### src/rtl/pasmt_pkg.sv
// package of constants and types for the pipelined adc sample timing block
package pasmt_pkg;
  // ---------------------------------------------------------------------------
  // widths and defaults
  // ---------------------------------------------------------------------------
  localparam int unsigned PIPE_DEPTH_DEF  = 3;   // converter pipeline depth
  localparam int unsigned DATA_W_DEF      = 16;  // converted sample width
  localparam int unsigned CNT_W           = 32;  // sample and pulse counters
  localparam int unsigned PORT_W          = 8;   // digital port width
  localparam int unsigned NUM_PORTS       = 3;   // ports 0, 1 and 2
  localparam int unsigned RATE_DIV_DEF    = 4;   // clk cycles per max-rate period
  localparam int unsigned NONPIPE_PULSES  = 2;   // burst size without pipeline
  localparam int unsigned BUF_SIZE_NONE   = 0;   // buffer size that selects non-buffered

  // ---------------------------------------------------------------------------
  // acquisition modes
  // ---------------------------------------------------------------------------
  localparam logic [1:0] MODE_FINITE     = 2'h0;
  localparam logic [1:0] MODE_CONTINUOUS = 2'h1;
  localparam logic [1:0] MODE_HW_SINGLE  = 2'h2;
  localparam logic [1:0] MODE_ON_DEMAND  = 2'h3;

  typedef enum logic [1:0] {
    ST_IDLE,
    ST_FINITE,
    ST_BURST
  } pasmt_state_t;
endpackage

### src/rtl/pasmt_delay_line.sv
// delay line that ages converted samples by the pipeline depth
`timescale 1ns/1ns
`default_nettype none
module pasmt_delay_line
  import pasmt_pkg::*;
#(
  parameter int unsigned DEPTH  = PIPE_DEPTH_DEF,
  parameter int unsigned DATA_W = DATA_W_DEF
) (
  input  wire logic              i_clk,
  input  wire logic              i_rst,
  input  wire logic              i_tick,
  input  wire logic [DATA_W-1:0] i_data,
  output logic      [DATA_W-1:0] o_data,
  output logic                   o_full
);
  // ---------------------------------------------------------------------------
  // state
  // ---------------------------------------------------------------------------
  typedef struct packed {
    logic [DEPTH-1:0][DATA_W-1:0] stage;
    logic [DEPTH-1:0]             fill;
  } pasmt_dl_t;

  pasmt_dl_t st_ff;
  pasmt_dl_t nxt_st;

  initial begin
    if (DEPTH < 1) $error("depth must be at least one");
  end

  // shift one stage per sample clock tick
  always_comb begin
    nxt_st = st_ff;
    if (i_tick) begin
      nxt_st.stage[0] = i_data;
      nxt_st.fill[0]  = 1'b1;
      for (int k = 1; k < int'(DEPTH); k++) begin
        nxt_st.stage[k] = st_ff.stage[k-1];
        nxt_st.fill[k]  = st_ff.fill[k-1];
      end
    end
  end

  always_ff @(posedge i_clk) begin
    if (i_rst) begin
      st_ff <= '0;
    end else begin
      st_ff <= nxt_st;
    end
  end

  assign o_data = st_ff.stage[DEPTH-1];
  assign o_full = st_ff.fill[DEPTH-1];
endmodule
`default_nettype wire

### src/rtl/pasmt_top.sv
// sample clock timing for a pipelined converter: delay, flush, bursts, ao done, change detect
// Operation
// RULE1 - converted sample is readable only after pipeline-depth further sample ticks; on-demand bursts return the first pulse's word unaged
// RULE2 - finite acquisition of N samples receives N plus depth clock pulses
// RULE3 - internal clock generates the flush pulses itself without outside help
// RULE4 - external clock source must itself deliver the full flush pulse count
// RULE5 - on-demand read on pipelined converter emits depth plus one max-rate clocks
// RULE6 - on-demand read without pipeline emits exactly two sample clock pulses
// RULE7 - only the conversion of the first burst pulse is returned
// RULE8 - every burst pulse appears on the exported sample clock output
// RULE9 - clock source should keep sample rate at or above minimum rate
// RULE10 - long pause may corrupt pipelined samples; block neither flags nor drops them
// RULE11 - finite generation updates N samples, completion after pulse N plus one
// RULE12 - newer timing engine signals generation complete after pulse N
// RULE13 - shared-clock sync should use the output update clock as master
// RULE14 - change detection with buffer size zero reports changes directly, unbuffered
// RULE15 - first-port variant detects changes on port 0 only, ports 1-2 readable
// RULE16 - scope inputs accept only finite sample-clock acquisitions
// RULE17 - pipelined devices reject hardware-timed single-point input mode
// RULE18 - one fixed depth parameter drives data delay, flush and burst counts
`timescale 1ns/1ns
`default_nettype none
module pasmt_top
  import pasmt_pkg::*;
#(
  parameter int unsigned PIPE_DEPTH     = PIPE_DEPTH_DEF,
  parameter int unsigned DATA_W         = DATA_W_DEF,
  parameter int unsigned RATE_DIV       = RATE_DIV_DEF,
  parameter bit          PIPELINED      = 1'b1,
  parameter bit          SINGLE_OK      = 1'b0,
  parameter bit          NEW_ENGINE     = 1'b0,
  parameter bit          FIRST_PORT_ONLY = 1'b0
) (
  input  wire logic                            i_clk,
  input  wire logic                            i_rst,
  // acquisition request
  input  wire logic                            i_start,
  input  wire logic [1:0]                      i_mode,
  input  wire logic [CNT_W-1:0]                i_num_samples,
  input  wire logic                            i_use_internal_clk,
  input  wire logic                            i_scope_sel,
  input  wire logic                            i_ext_tick,
  input  wire logic [DATA_W-1:0]               i_adc_data,
  output logic                                 o_sample_clk,
  output logic                                 o_busy,
  output logic                                 o_reject,
  output logic [DATA_W-1:0]                    o_data,
  output logic                                 o_data_valid,
  output logic                                 o_acq_done,
  // analog output generation
  input  wire logic                            i_ao_start,
  input  wire logic [CNT_W-1:0]                i_ao_num_samples,
  input  wire logic                            i_output_update_clock,
  output logic                                 o_ao_update,
  output logic                                 o_ao_done,
  // digital change detection
  input  wire logic                            i_cd_enable,
  input  wire logic [CNT_W-1:0]                i_cd_buf_size,
  input  wire logic [NUM_PORTS-1:0][PORT_W-1:0] i_ports,
  output logic [NUM_PORTS-1:0][PORT_W-1:0]     o_cd_ports,
  output logic                                 o_cd_change
);
  // ---------------------------------------------------------------------------
  // elaboration checks
  // ---------------------------------------------------------------------------
  initial begin
    if (PIPE_DEPTH < 1) $error("pipe depth must be at least one");
    if (RATE_DIV < 2) $error("rate divider must be at least two");
    if (DATA_W < 1) $error("data width must be at least one");
  end

  localparam logic [CNT_W-1:0] DEPTH_C  = CNT_W'(PIPE_DEPTH);           // RULE18
  localparam logic [CNT_W-1:0] BURST_C  = PIPELINED ? CNT_W'(PIPE_DEPTH + 1)
                                                    : CNT_W'(NONPIPE_PULSES);
  localparam logic [15:0]      DIV_LAST = 16'(RATE_DIV - 1);

  // ---------------------------------------------------------------------------
  // state
  // ---------------------------------------------------------------------------
  typedef struct packed {
    pasmt_state_t                  state;
    logic                          internal;
    logic [CNT_W-1:0]              req;
    logic [CNT_W-1:0]              pulses;
    logic [CNT_W-1:0]              kept;
    logic [15:0]                   div;
    logic                          sclk;
    logic                          tick_d;
    logic                          busy;
    logic                          reject;
    logic [DATA_W-1:0]             data;
    logic                          valid;
    logic                          done;
    logic                          ao_run;
    logic [CNT_W-1:0]              ao_cnt;
    logic [CNT_W-1:0]              ao_num;
    logic                          ao_upd;
    logic                          ao_done;
    logic [NUM_PORTS-1:0][PORT_W-1:0] cd_prev;
    logic [NUM_PORTS-1:0][PORT_W-1:0] cd_out;
    logic                          cd_chg;
  } pasmt_top_t;

  pasmt_top_t st_ff;
  pasmt_top_t nxt_st;

  logic              tick;
  logic [DATA_W-1:0] aged_data;
  logic              aged_full;

  // mode legality for the requested acquisition
  function automatic logic mode_illegal(input logic [1:0] mode, input logic scope);
    logic bad;
    bad = 1'b0;
    if (scope && mode != MODE_FINITE && mode != MODE_ON_DEMAND) bad = 1'b1;    // RULE16
    if (scope && mode == MODE_ON_DEMAND) bad = 1'b1;                          // RULE16
    if (PIPELINED && !SINGLE_OK && mode == MODE_HW_SINGLE) bad = 1'b1;        // RULE17
    return bad;
  endfunction

  // sample tick: internal max-rate divider or the outside clock source
  assign tick = st_ff.internal ? (st_ff.div == DIV_LAST) : i_ext_tick;        // RULE4

  // ---------------------------------------------------------------------------
  // pipeline ageing of converted data
  // ---------------------------------------------------------------------------
  // the converter word stands in the cycle after its tick, so the line shifts
  // on the delayed tick; shifting on the tick itself would capture a stale word.
  // the line is held clear while idle so that words left over from an earlier
  // acquisition or burst can never reach the output of the next one.
  pasmt_delay_line #(
    .DEPTH  (PIPE_DEPTH),
    .DATA_W (DATA_W)
  ) u_delay (
    .i_clk  (i_clk),
    .i_rst  (i_rst || st_ff.state == ST_IDLE),                                // RULE1
    .i_tick (st_ff.tick_d),                                                   // RULE1
    .i_data (i_adc_data),
    .o_data (aged_data),
    .o_full (aged_full)
  );

  // ---------------------------------------------------------------------------
  // next-state logic
  // ---------------------------------------------------------------------------
  always_comb begin
    nxt_st        = st_ff;
    nxt_st.valid  = 1'b0;
    nxt_st.done   = 1'b0;
    nxt_st.reject = 1'b0;
    nxt_st.ao_upd = 1'b0;
    nxt_st.cd_chg = 1'b0;
    nxt_st.tick_d = tick && st_ff.state != ST_IDLE;
    // divider runs only while an internal-clock operation is active
    if (st_ff.state != ST_IDLE && st_ff.internal) begin
      nxt_st.div = (st_ff.div == DIV_LAST) ? 16'h0 : st_ff.div + 16'h1;
    end else begin
      nxt_st.div = 16'h0;
    end
    // exported clock rises once per max-rate period, in the cycle of the internal tick
    // when RATE_DIV is 3 or 4, and stays high for about half a max-rate period; one edge
    // per tick, so the exported pulse count equals the tick count exactly
    nxt_st.sclk = st_ff.internal ? (st_ff.state != ST_IDLE && st_ff.div >= 16'(RATE_DIV / 2))
                                 : (st_ff.state != ST_IDLE && i_ext_tick);    // RULE8
    unique case (st_ff.state)
      ST_IDLE: begin
        if (i_start) begin
          if (mode_illegal(i_mode, i_scope_sel) || i_mode == MODE_CONTINUOUS &&
              i_scope_sel) begin
            nxt_st.reject = 1'b1;
          end else if (i_mode == MODE_ON_DEMAND) begin
            nxt_st.state    = ST_BURST;
            nxt_st.internal = 1'b1;                                           // RULE5
            nxt_st.req      = BURST_C;                                        // RULE5 RULE6
            nxt_st.pulses   = '0;
            nxt_st.kept     = '0;
            nxt_st.busy     = 1'b1;
          end else if (i_mode == MODE_FINITE) begin
            nxt_st.state    = ST_FINITE;
            nxt_st.internal = i_use_internal_clk;
            nxt_st.req      = i_num_samples + DEPTH_C;                        // RULE2 RULE3
            nxt_st.pulses   = '0;
            nxt_st.kept     = '0;
            nxt_st.busy     = 1'b1;
          end else begin
            nxt_st.reject = 1'b1;
          end
        end
      end
      ST_FINITE: begin
        if (tick) begin
          nxt_st.pulses = st_ff.pulses + 1'b1;
        end
        // aged sample leaves the pipeline; pause damage is passed through
        if (st_ff.tick_d && aged_full && st_ff.kept < st_ff.req - DEPTH_C) begin // RULE1 RULE10
          nxt_st.data  = aged_data;
          nxt_st.valid = 1'b1;
          nxt_st.kept  = st_ff.kept + 1'b1;
        end
        // finish only after the word of the last tick has been taken
        if (st_ff.pulses == st_ff.req && !st_ff.tick_d) begin
          nxt_st.state = ST_IDLE;
          nxt_st.busy  = 1'b0;
          nxt_st.done  = 1'b1;
        end
      end
      ST_BURST: begin
        if (tick) begin
          nxt_st.pulses = st_ff.pulses + 1'b1;
        end
        // keep only the sample of the first pulse, drop the rest
        if (st_ff.tick_d && st_ff.kept == '0) begin                          // RULE7
          nxt_st.data  = i_adc_data;
          nxt_st.valid = 1'b1;
          nxt_st.kept  = 1;
        end
        if (st_ff.pulses == st_ff.req && !st_ff.tick_d) begin
          nxt_st.state = ST_IDLE;
          nxt_st.busy  = 1'b0;
          nxt_st.done  = 1'b1;
        end
      end
      default: begin
        nxt_st.state = ST_IDLE;
      end
    endcase

    // analog output: n updates, done after n or n+1 pulses
    // the older engine needs pulse n+1 only to close the run; it updates nothing
    if (!st_ff.ao_run) begin
      if (i_ao_start) begin
        nxt_st.ao_run = i_ao_num_samples != '0;
        nxt_st.ao_num = i_ao_num_samples;
        nxt_st.ao_cnt = '0;
      end
    end else if (i_output_update_clock) begin
      nxt_st.ao_cnt = st_ff.ao_cnt + 1'b1;
      if (st_ff.ao_cnt < st_ff.ao_num) begin
        nxt_st.ao_upd = 1'b1;                                                 // RULE11
      end
      if (NEW_ENGINE ? (st_ff.ao_cnt + 1'b1 == st_ff.ao_num)                  // RULE12
                     : (st_ff.ao_cnt == st_ff.ao_num)) begin                  // RULE11
        nxt_st.ao_run = 1'b0;
      end
    end
    if (st_ff.ao_run && !nxt_st.ao_run) begin
      nxt_st.ao_done = 1'b1;
    end else if (i_ao_start) begin
      nxt_st.ao_done = 1'b0;
    end

    // non-buffered change detection straight to the outputs
    if (i_cd_enable && i_cd_buf_size == CNT_W'(BUF_SIZE_NONE)) begin         // RULE14
      nxt_st.cd_prev = i_ports;
      nxt_st.cd_out  = i_ports;                                               // RULE15
      if (FIRST_PORT_ONLY) begin
        nxt_st.cd_chg = i_ports[0] != st_ff.cd_prev[0];                       // RULE15
      end else begin
        nxt_st.cd_chg = i_ports != st_ff.cd_prev;                             // RULE14
      end
    end
  end

  // ---------------------------------------------------------------------------
  // state register
  // ---------------------------------------------------------------------------
  always_ff @(posedge i_clk) begin
    if (i_rst) begin
      st_ff       <= '0;
      st_ff.state <= ST_IDLE;
    end else begin
      st_ff <= nxt_st;
    end
  end

  // ---------------------------------------------------------------------------
  // outputs, all from flip-flops
  // ---------------------------------------------------------------------------
  assign o_sample_clk = st_ff.sclk;
  assign o_busy       = st_ff.busy;
  assign o_reject     = st_ff.reject;
  assign o_data       = st_ff.data;
  assign o_data_valid = st_ff.valid;
  assign o_acq_done   = st_ff.done;
  assign o_ao_update  = st_ff.ao_upd;
  assign o_ao_done    = st_ff.ao_done;
  assign o_cd_ports   = st_ff.cd_out;
  assign o_cd_change  = st_ff.cd_chg;
endmodule
`default_nettype wire

### config.mk
export PLATFORM = sky130hd
export DESIGN_NAME = pasmt_top
export DESIGN_NICKNAME = d
export VERILOG_FILES = /design/src/rtl/pasmt_pkg.sv /design/src/rtl/pasmt_delay_line.sv /design/src/rtl/pasmt_top.sv
export SDC_FILE = /design/constraint.sdc
export NUM_CORES = 1
export LEC_CHECK = 0
export ABC_AREA = 0
export BUFFER_PORTS_ARGS = -buffer_cell sky130_fd_sc_hd__buf_2
export CAP_MARGIN = 20
export CORE_ASPECT_RATIO = 0.75
export CORE_UTILIZATION = 59
export DETAILED_ROUTE_END_ITERATION = 7
export PLACE_DENSITY = 0.86
export SYNTH_ARGS = -nofsm -noshare
export SYNTH_HDL_FRONTEND = slang
export SYNTH_HIERARCHICAL = 1
export SYNTH_SLANG_ARGS = --single-unit
### constraint.sdc
create_clock -name i_clk -period 5.6 [get_ports i_clk]
set_input_delay 0.28 -clock i_clk [delete_from_list [all_inputs] [get_ports i_clk]]
set_output_delay 0.28 -clock i_clk [all_outputs]
set_load 0.005 [all_outputs]
==> results.sh <==
export IMPL_ir_worst_vdd_v=0.000223
export IMPL_synth_nets=2077
export IMPL_grt_usage_pct=29.3
export IMPL_ioPinCount=195
export IMPL_cts_tree="done"
export IMPL_antenna_left=0
export IMPL_status="finished, final reports clean"
export IMPL_grt_ovfl_total=0
export IMPL_fin_tns_setup_ns=0
export IMPL_reg2reg_from="st_ff[220]$_SDFFE_PP0P_"
export IMPL_end_kind="flip-flop"
export IMPL_vias=14200
export IMPL_drive_gt1_share_pct=14.5
export IMPL_worst_slew_pin_slew_ns=1.10
export IMPL_clk_pin_slew_ns=0.06
export IMPL_row_count=50
export IMPL_die_h_um=142
export IMPL_synth_cell_types=74
export IMPL_finalClockSkew_ns=0.00978
export IMPL_syn_inst=1853
export IMPL_path_common_cell="nor3_2"
export IMPL_post_place_ws_ns=0.515
export IMPL_fmaxAchievable_ghz=0.191
export IMPL_io_buffers=194
export IMPL_dr_pass1_iters=5
export IMPL_totalWireLength_um=40400
export IMPL_synth_top_area_share_pct=36.5
export IMPL_period_needed_ns=5.24
export IMPL_cp_arrival_ns=5.73
export IMPL_period_share_pct=93.6
export IMPL_ys_seq_area_share_pct=36.5
export IMPL_ys_ff_latch=280
export IMPL_drc_errors=0
export IMPL_clockBufferDepth=3
export IMPL_coreArea_mm2=0.0252
export IMPL_synth_top_area_cell="dfxtp_1"
export IMPL_path_class="reg2reg"
export IMPL_startpoint_type="flip-flop"
export IMPL_post_route_cell_area_mm2=0.0177
export IMPL_critPathCapture="o_data[4]$_SDFFE_PP0P_"
export IMPL_final_cell_count_no_fill=2372
export IMPL_total_power_mw=4.62
export IMPL_fin_nets=2233
export IMPL_htreeDepth=1
export IMPL_finalHoldViolCount=0
export IMPL_critPathLaunch="st_ff[220]$_SDFFE_PP0P_"
export IMPL_critical_path_max_fanout=16
export IMPL_hpwl_um=27400
export IMPL_hp_class="in2reg"
export IMPL_yosys_warnings=6
export IMPL_whs_path_depth=3
export IMPL_die_w_um=188
export IMPL_via_per_inst=5.98
export IMPL_slew_headroom_pct=26.5
export IMPL_required_ns=6.08
export IMPL_ys_flop_type="dfxtp_1"
export IMPL_worst_r2r_path_depth=15
export IMPL_syn_area_mm2=0.0153
export IMPL_clk_latency_ns=0.55
export IMPL_clock_tree_root_cell="clkbuf_16"
export IMPL_r2r_end="o_data[4]$_SDFFE_PP0P_"
export IMPL_grt_max_degree=80
export IMPL_slowest_stage="nor3_2"
export IMPL_dp_cells=2255
export IMPL_p_leak_nw=6.58
export IMPL_drv_slew=0
export IMPL_rrSetupSlack_ns=0.36
export IMPL_postLayoutCoreUtil_pct=70.0
export IMPL_max_cap_violations=0
export IMPL_antenna_found_initial=2
export IMPL_wl_per_cell_um=17.0
export IMPL_cts_sinks=280
export IMPL_ys_async_sr_fraction_pct=0
export IMPL_worstPathCellList="or4_1, a211o_1, nor3_2, nand3_2, or2_4, nor4_4, xnor2_1, ha_1, nand4_1, nor3_1, nor4_1, a31oi_1, or2_2, nor3_2, a22o_1"
export IMPL_power_density_mw_per_mm2=262
export IMPL_synthTopCellsByArea="dfxtp_1 (37%), ha_1 (6.3%), xnor2_1 (5.7%), nand2_1 (5.3%), nor2_1 (5.1%)"
export IMPL_grt_setup_unrepaired="no"
export IMPL_max_stage_delay_ns=0.89
export IMPL_synth_edf_count=0
export IMPL_whs_ns=0.0130
export IMPL_grt_pass1_wl_um=65000
export IMPL_synthToLayoutAreaGrowth_pct=15.0
export IMPL_layout_setup_ws_ns=0.357
export IMPL_grt_pass1_vias=13600
export IMPL_drtIter0Drc=1270
export IMPL_start_util_pct=60.9
export IMPL_cts_resized=0
export IMPL_avgSynthCellArea_um2=8.28
export IMPL_post_cts_buffers=0
export IMPL_fillerInstances=1861
export IMPL_setup_viol=0
export IMPL_placed_area_mm2=0.0160
export IMPL_fp_dieArea_mm2=0.0267
export IMPL_cts_buffers=29
export IMPL_gp_congestion=0.929
export IMPL_hold_buffers=59
[how the worst min path moves through the flow]
stage	start	endpoint	slack [ns]
after floorplan	i_ao_num_samples[1]	st_ff[52]$_SDFFE_PP0P_	0.42
after global placement	st_ff[53]$_SDFFE_PP0P_	st_ff[53]$_SDFFE_PP0P_	0.44
after detailed placement	st_ff[68]$_SDFFE_PP0P_	st_ff[68]$_SDFFE_PP0P_	0.45
after CTS	i_ports[17]	o_cd_ports[17]$_SDFFE_PP0P_	0.0007
after global routing	i_ports[20]	o_cd_ports[20]$_SDFFE_PP0P_	0.02
final	i_ao_num_samples[14]	st_ff[65]$_SDFFE_PP0P_	0.01
[report_power, final]
part,total (mW),internal [mW],switching [mW]
logic,0.562,0.244,0.318
registers,2.05,2.02,0.0287
clock network,2.01,1.19,0.821
[sequential cells by signal, indices dropped and copies added (netlist names)]
name            cells
o_cd_change         1
o_sample_clk        1
o_reject            1
o_cd_ports         24
u_delay/o_data     16
u_delay/st_ff      34
o_data_valid        1
st_ff             181
u_delay/o_full      1
o_ao_update         1
o_busy              1
o_ao_done           1
o_acq_done          1
o_data             16
[layout by cell type, fill, tap and decap left out, drive strengths merged, types with 5 or more instances in the layout]
cell	synthesis	layout
nor4	43	43
o21a	12	12
nor4b	6	6
or4	16	16
xor2	50	50
xnor2	99	99
a22oi	17	17
a22o	16	16
a31oi	6	6
mux2i	53	53
a21oi	136	136
nand3	56	56
buf	75	208
a311oi	14	14
or2	9	9
nor3	44	44
o211ai	7	7
clkbuf	67	41
nor2	210	210
a211oi	5	5
dfxtp	280	280
nand2b	6	6
nand2	218	218
o21ai	58	58
and3	15	15
a21o	14	14
or3	26	26
dlygate4sd3	0	59
nor2b	7	7
and4	12	12
clkinv	0	7
a32o	16	16
nand4	55	55
and2	10	10
ha	77	77
inv	68	70
mux2	7	7
[synth_stat cells (15+ instances only)]
| cell type | count |
|---|---|
| clkbuf_1 | 64 |
| xor2_1 | 50 |
| mux2i_1 | 53 |
| dfxtp_1 | 280 |
| or4_1 | 15 |
| nor3_1 | 38 |
| ha_1 | 77 |
| nand3_1 | 55 |
| nand4_1 | 55 |
| xnor2_1 | 99 |
| a22o_1 | 16 |
| inv_1 | 68 |
| o21ai_0 | 57 |
| buf_4 | 57 |
| a32o_1 | 16 |
| nor4_1 | 40 |
| nor2_1 | 210 |
| a22oi_1 | 17 |
| or3_1 | 25 |
| a21oi_1 | 136 |
| nand2_1 | 218 |
| and3_1 | 15 |
[critical path: cells and delay by family, from the launching register on]
family                   cells  cell delay [ns]
AND/OR/NAND/NOR             10             3.49
adder cells (fa/ha/maj)      1             0.28
AO/OA/AOI/OAI                3             0.85
flip-flops                   1             0.38
XOR/XNOR                     1             0.17
[layer usage]
metal	track usage [%]	vias up	routed length, µm
met5	0	-	0
met4	10.3	0	1200
met3	4.18	108	3450
met2	49.1	683	18400
met1	38.5	6608	17400
li1	-	6794	-
[final cells by class]
type / count / area [µm²] / share of cell area, %
diodes: 2 / 5.00 / 0.0284
multi-input cells: 1363 / 8660 / 49.1
repair buffers: 267 / 1700 / 9.64
clock inverters: 13 / 158 / 0.893
clock buffers: 41 / 841 / 4.76
flip-flops and latches: 280 / 5610 / 31.8
well taps: 338 / 423 / 2.40
inverters: 68 / 255 / 1.45
[cell families (layout without fill, tap and decap cells)]
logic type      after synthesis  count (layout)  synth area share, %
fa+ha+maj                    77              77                 6.28
flops                       280             280                 36.5
mux                          60              60                 3.97
compound gates              329             329                 13.6
simple gates                748             748                 24.0
other cells                   0               2                    0
xor+xnor                    149             149                 8.51
buf+inv                     210             389                 7.09
(Power assumes the default switching activity.)
